--- src/hw/dsz_pkg.sv ---
`default_nettype none
package dsz_pkg;

  // quarter-phase encoding of the instruction cycle
  localparam logic [1:0] PH_Q1 = 2'h0;
  localparam logic [1:0] PH_Q2 = 2'h1;
  localparam logic [1:0] PH_Q3 = 2'h2;
  localparam logic [1:0] PH_Q4 = 2'h3;
  localparam logic [1:0] PH_RESET = PH_Q1;

  // instruction word layout
  localparam logic [5:0] OPC_DECREMENT_SKIP_ZERO = 6'h0b;
  localparam int         OPC_MSB                 = 15;
  localparam int         OPC_LSB                 = 10;
  localparam int         DEST_BIT                = 9;
  localparam int         BANK_BIT                = 8;
  localparam int         FADDR_MSB               = 7;

  // addressing
  localparam logic [7:0] LITERAL_OFFSET_MAX = 8'h5f;
  localparam logic [3:0] ACCESS_LOW_BANK    = 4'h0;
  localparam logic [3:0] ACCESS_HIGH_BANK   = 4'hf;

  // skip lengths in instruction cycles
  localparam logic [1:0] SKIP_ONE_WORD = 2'h1;
  localparam logic [1:0] SKIP_TWO_WORD = 2'h2;

  // reset values
  localparam logic [7:0]  BYTE_RESET = 8'h00;
  localparam logic [11:0] ADDR_RESET = 12'h000;
  localparam logic [1:0]  SKIP_RESET = 2'h0;

  typedef enum logic [0:0] {ST_RUN, ST_SKIP} exec_state_e;

endpackage
`default_nettype wire

--- src/hw/quarter_phase_gen.sv ---
`timescale 1ns/1ps
`default_nettype none
module quarter_phase_gen
  import dsz_pkg::*;
(
  // clock and reset
  input  wire logic       core_clk,
  input  wire logic       rstn,
  // current quarter of the instruction cycle
  output logic      [1:0] phase_q
);

  always_ff @(posedge core_clk) begin
    if (!rstn) begin
      phase_q <= PH_RESET;
    end else begin
      phase_q <= phase_q + 2'h1;
    end
  end

endmodule
`default_nettype wire

--- src/hw/decrement_skip_when_zero.sv ---
// Summary of operation
// - the instruction is recognised by opcode bits 0010 11, then d, a and an 8-bit address.
// - the addressed byte is decremented by one with 8-bit wraparound.
// - with d at 0 the result goes to the working register and memory is untouched.
// - with d at 1 the result is written back to the addressed byte.
// - a zero result discards the already fetched next instruction and runs a no-op instead.
// - one cycle without skip, two cycles when a one-word instruction is skipped.
// - with a at 0, except for indexed literal offsets, the address lies in the fixed access bank, ignoring the bank select register.
// - with a at 1 the bank select register supplies the upper address bits.
// - with a at 0 and the extended set on, addresses up to 95 are indexed literal offsets.
// - skipping a two-word instruction inserts two no-op cycles, three cycles in total.
`timescale 1ns/1ps
`default_nettype none
module decrement_skip_when_zero
  import dsz_pkg::*;
(
  // clock and reset
  input  wire logic        core_clk,
  input  wire logic        rstn,
  // fetched instruction
  input  wire logic        instr_valid,
  input  wire logic [15:0] instr_word,
  input  wire logic        next_is_two_word,
  // addressing context
  input  wire logic        ext_set_en,
  input  wire logic [3:0]  bank_select_register,
  input  wire logic [11:0] index_base,
  // data memory
  input  wire logic [7:0]  rd_data,
  output logic             mem_rd_q,
  output logic      [11:0] mem_addr_q,
  output logic             mem_we_q,
  output logic      [7:0]  mem_wdata_q,
  // working register
  output logic             w_we_q,
  output logic      [7:0]  w_data_q,
  // fetch control
  output logic             skip_active_q,
  output logic      [1:0]  phase_q
);

  function automatic logic is_ours(input logic [15:0] w);
    return w[OPC_MSB:OPC_LSB] == OPC_DECREMENT_SKIP_ZERO;
  endfunction

  function automatic logic [11:0] resolve_addr(input logic       a,
                                               input logic       ext,
                                               input logic [7:0] f,
                                               input logic [3:0] bank,
                                               input logic [11:0] base);
    logic [11:0] r;
    r = {bank, f};
    if (!a) begin
      if (ext && f <= LITERAL_OFFSET_MAX) begin
        r = base + {4'h0, f};
      end else if (f <= LITERAL_OFFSET_MAX) begin
        r = {ACCESS_LOW_BANK, f};
      end else begin
        r = {ACCESS_HIGH_BANK, f};
      end
    end
    return r;
  endfunction

  logic        act_q;
  logic        d_q;
  logic        a_q;
  logic        ext_q;
  logic [7:0]  f_q;
  logic [7:0]  result_q;
  logic [1:0]  skip_left_q;
  exec_state_e state_q;

  quarter_phase_gen u_phase (
    .core_clk (core_clk),
    .rstn     (rstn),
    .phase_q  (phase_q)
  );

  ////////////////////////////////////////////////////////////////////////////
  // decode in Q1; a word fetched while skipping is never decoded
  always_ff @(posedge core_clk) begin
    if (!rstn) begin
      act_q      <= 1'b0;
      d_q        <= 1'b0;
      a_q        <= 1'b0;
      ext_q      <= 1'b0;
      f_q        <= BYTE_RESET;
      mem_addr_q <= ADDR_RESET;
      mem_rd_q   <= 1'b0;
    end else if (phase_q == PH_Q1) begin
      act_q    <= instr_valid && is_ours(instr_word) && state_q == ST_RUN;
      mem_rd_q <= instr_valid && is_ours(instr_word) && state_q == ST_RUN;
      d_q      <= instr_word[DEST_BIT];
      a_q      <= instr_word[BANK_BIT];
      ext_q    <= ext_set_en;
      f_q      <= instr_word[FADDR_MSB:0];
      mem_addr_q <= resolve_addr(instr_word[BANK_BIT], ext_set_en,
                                 instr_word[FADDR_MSB:0], bank_select_register,
                                 index_base);
    end else begin
      mem_rd_q <= 1'b0;
    end
  end

  ////////////////////////////////////////////////////////////////////////////
  // compute in Q3: memory answers one edge after the Q2 read strobe
  always_ff @(posedge core_clk) begin
    if (!rstn) begin
      result_q <= BYTE_RESET;
    end else if (phase_q == PH_Q3) begin
      result_q <= rd_data - 8'h01;
    end
  end

  ////////////////////////////////////////////////////////////////////////////
  // write destination in Q4; status flags have no write path from here at all
  always_ff @(posedge core_clk) begin
    if (!rstn) begin
      mem_we_q    <= 1'b0;
      mem_wdata_q <= BYTE_RESET;
      w_we_q      <= 1'b0;
      w_data_q    <= BYTE_RESET;
    end else if (phase_q == PH_Q4 && act_q) begin
      mem_we_q    <= d_q;
      mem_wdata_q <= result_q;
      w_we_q      <= !d_q;
      w_data_q    <= result_q;
    end else begin
      mem_we_q <= 1'b0;
      w_we_q   <= 1'b0;
    end
  end

  ////////////////////////////////////////////////////////////////////////////
  // skip: the squashed word still costs whole instruction cycles of no-op
  always_ff @(posedge core_clk) begin
    if (!rstn) begin
      state_q       <= ST_RUN;
      skip_left_q   <= SKIP_RESET;
      skip_active_q <= 1'b0;
    end else if (phase_q == PH_Q4) begin
      case (state_q)
        ST_RUN: begin
          if (act_q && result_q == 8'h00) begin
            state_q       <= ST_SKIP;
            skip_active_q <= 1'b1;
            skip_left_q   <= next_is_two_word ? SKIP_TWO_WORD : SKIP_ONE_WORD;
          end
        end
        ST_SKIP: begin
          skip_left_q <= skip_left_q - 2'h1;
          if (skip_left_q == SKIP_ONE_WORD) begin
            state_q       <= ST_RUN;
            skip_active_q <= 1'b0;
          end
        end
        default: begin
          state_q       <= ST_RUN;
          skip_active_q <= 1'b0;
        end
      endcase
    end
  end
endmodule
`default_nettype wire

--- config.mk ---
export PLATFORM = sky130hd
export DESIGN_NAME = decrement_skip_when_zero
export DESIGN_NICKNAME = d
export VERILOG_FILES = /design/src/hw/dsz_pkg.sv /design/src/hw/quarter_phase_gen.sv /design/src/hw/decrement_skip_when_zero.sv
export SDC_FILE = /design/constraint.sdc
export NUM_CORES = 1
export LEC_CHECK = 0
export ABC_AREA = 0
export ABC_CLOCK_PERIOD_IN_PS = 2400
export BUFFER_PORTS_ARGS = -buffer_cell sky130_fd_sc_hd__buf_4
export CORE_MARGIN = 3
export CORE_UTILIZATION = 40
export CTS_CLUSTER_SIZE = 10
export DETAILED_ROUTE_END_ITERATION = 10
export GPL_TIMING_DRIVEN = 0
export PLACE_DENSITY = 0.71
export SYNTH_ARGS = -nofsm -noshare
export SYNTH_HDL_FRONTEND = slang
export SYNTH_SLANG_ARGS = --single-unit
--- constraint.sdc ---
create_clock -name core_clk -period 2.4 [get_ports core_clk]
set_clock_uncertainty 0.2 [all_clocks]
set_input_delay 0.12 -clock core_clk [delete_from_list [all_inputs] [get_ports core_clk]]
set_output_delay 0.12 -clock core_clk [all_outputs]
set_load 0.05 [all_outputs]
==> run summary <==
outcome: finished, final reports clean
maxcap violations: 0
largest net degree at the start of global routing: 12
Final Hold Viols: 0
H-tree depth: 2
most frequent cells in the layout: buf_4 (86), dfxtp_1 (39), nand2_1 (30)
relative slew slack: 0.654
Die W: 79.5 um
Post-synth top flop: dfxtp_1
Die ar.: 6320 sq um
Crit Path Max Fanout: 4
Yosys reg bits: 39
hold slack: 0.00158 ns
RePlAce Congestion: 0.902
Clock Latency Late Sink: 0.29 ns
final core occ: 0.610
post-DR wirelength/cell: 12.9 um
final wirelength: 5740 um
Mapped Area: 2160 sq um
Area growth syn-to-layout: 46.1%
minimum clock period: 2.27 ns
CTS Root Buffer Type: clkbuf_8
setup violators final: 0
Req. time, crit path: 2.40 ns
Pwr Density: 517 nW/um^2
Hold Startpoint: index_base[10]
RSZ-0062 raised after global routing: no
Die Y-Extent: 79.5 um
commonest non-fill, non-tap cell in the layout: buf_4
layout cells sized above 1: 0.277
worst-case reg-to-reg path depth: 5
input/output buffers: 78
CP startpoint kind: input pin
Post-Syn Instances: 266
Starting DRT DRC Count: 59
fill count: 506
num rows: 26
top cells by area, synth: dfxtp_1 (36%), ha_1 (7.5%), a21oi_1 (6.5%)
crit path to: result_q[7]
ys async rst share: 0
hold crit path type: in2reg
critical path class: in2reg
n_diodes: 0
Pre-Repair DR Iteration Count: 4
area leader, netlist: dfxtp_1
CTS Buf Count: 5
vias post-DR: 2259
syn avg cell area: 8.12 sq um
TritonCTS clock tree: yes
post-synth top area share: 0.361
worst r2r src: u_phase.phase_q[0]
syn nets: 325
All-Layer GR Usage: 0.182
post-layout net count: 433
DRC: 0
Yosys warnings: 0
worst-margin pin slew: 0.519 ns
Pleak: 0.00138 uW
Post CTS Setup Buffer Count: 0
vias per std cell: 5.08
EDFF count, synth: 0
first-pass GRT wire length: 9240 um
antenna violations before repair: 0
Setup crit start: rd_data[2]
core outline area: 5170 sq um
register area share after synthesis: 0.361
clock buffer depth: 2
IO Count: 79
HPWL Detailed: 4310 um
vias in the first global route: 2107
Setup TNS Final: 0 ns
Remaining Overflow, GRT: 0
data arrival time of the critical path: 2.27 ns
Clk pin slew, worst setup/hold paths: 0.07 ns
Initial Utilization: 0.418
R2R Setup Slk: 0.25 ns
clk sink count: 39
crit path capture type: register
Final ANT Viol Nets: 0
worst vdd ir: 0.000238 V
max frequency: 440 MHz
post-synthesis cell type count: 49
worst r2r dst: result_q[5]
Slew Limit Fails: 0
Period Utilization, post-route: 0.946
==> synthesized netlist by cell type (8+ instances only) <==
cell,instances
nor3_1,8
dfxtp_1,39
ha_1,13
inv_1,14
nand2_1,30
o21ai_0,9
a21oi_1,28
a211oi_1,12
clkbuf_1,8
buf_4,8
nor2_1,22
==> routing by layer <==
| metal | vias to the layer above | GRT usage | part of all wire |
|---|---|---|---|
| li1 | 1148 | - | - |
| met1 | 1031 | 0.214 | 0.41 |
| met2 | 66 | 0.326 | 0.51 |
| met3 | 14 | 0.0440 | 0.059 |
| met4 | 0 | 0.0533 | 0.019 |
| met5 | - | 0 | 0 |
==> registers in the layout, summed over array words and instances (netlist names) <==
signal           cells
act_q                1
d_q                  1
mem_addr_q          12
mem_rd_q             1
mem_we_q             1
result_q             8
skip_active_q        1
skip_left_q          2
state_q              1
u_phase.phase_q      2
w_data_q             8
w_we_q               1
==> per-stage QoR <==
step / worst slack (ns) / std cells / power (uW) / instance area (sq um)
floorplan: 0.426 / 266 / 1020 / 2160
global placement: 0.280 / 414 / 1180 / 2830
detailed placement: 0.257 / 414 / 1190 / 2830
CTS: 0.106 / 445 / 1640 / 3150
global route: 0.0448 / 445 / 1710 / 3160
finish: 0.129 / 445 / 1630 / 3160
==> cell families after synthesis <==
group | after synthesis | share of synthesized area
XOR/XNOR | 8 | 0.0324
AND/OR/NAND/NOR | 92 | 0.210
adder cells (fa/ha/maj) | 14 | 0.0845
AO/OA/AOI/OAI | 78 | 0.231
multiplexers | 2 | 0.00926
buffers and inverters | 33 | 0.0718
flip-flops | 39 | 0.361
==> how the worst min path moves through the flow <==
| stage | endpoint | slack, ns | cells past startpoint |
|---|---|---|---|
| floorplan | mem_rd_q | 0.005 | 1 |
| global placement | mem_rd_q | 0.11 | 2 |
| detailed placement | mem_rd_q | 0.12 | 2 |
| CTS | mem_addr_q[10] | 0.003 | 4 |
| global route | mem_addr_q[1] | 0.03 | 3 |
| finish | mem_addr_q[10] | 0.002 | 4 |
==> area by class of cell <==
cell class | instances | area (sq um) | area share
Buffer | 17 | 95.1 | 0.0301
Clock buffer | 7 | 76.3 | 0.0242
Clock inverter | 1 | 5.00 | 0.00159
Inverter | 16 | 60.1 | 0.0190
Multi-Input combinational cell | 194 | 1240 | 0.392
Sequential cell | 39 | 781 | 0.247
Tap cell | 70 | 87.6 | 0.0277
Timing Repair Buffer | 101 | 816 | 0.258
==> where the power goes <==
group	switching, uW	total, uW	internal (uW)	leakage [uW]
combinational	281	488	206	0.00102
sequential	31.4	722	691	0.000319
clock	218	422	204	0.0000422
total	531	1630	1100	0.00138
==> what timing repair did <==
item                                    CTS  global route
resized for setup                         0             2
endpoints found under the hold margin    18             0
hold buffers                             23             0
endpoints found under the setup margin    0             1
==> critical path, cell delays in order <==
cell and delay [ns]:
dlygate4sd3_1 0.54, buf_4 0.16, nor3_4 0.20, nand2_1 0.12
or3_1 0.30, dlygate4sd3_1 0.57, a311oi_1 0.27
Power figures use the tool's default switching activity.
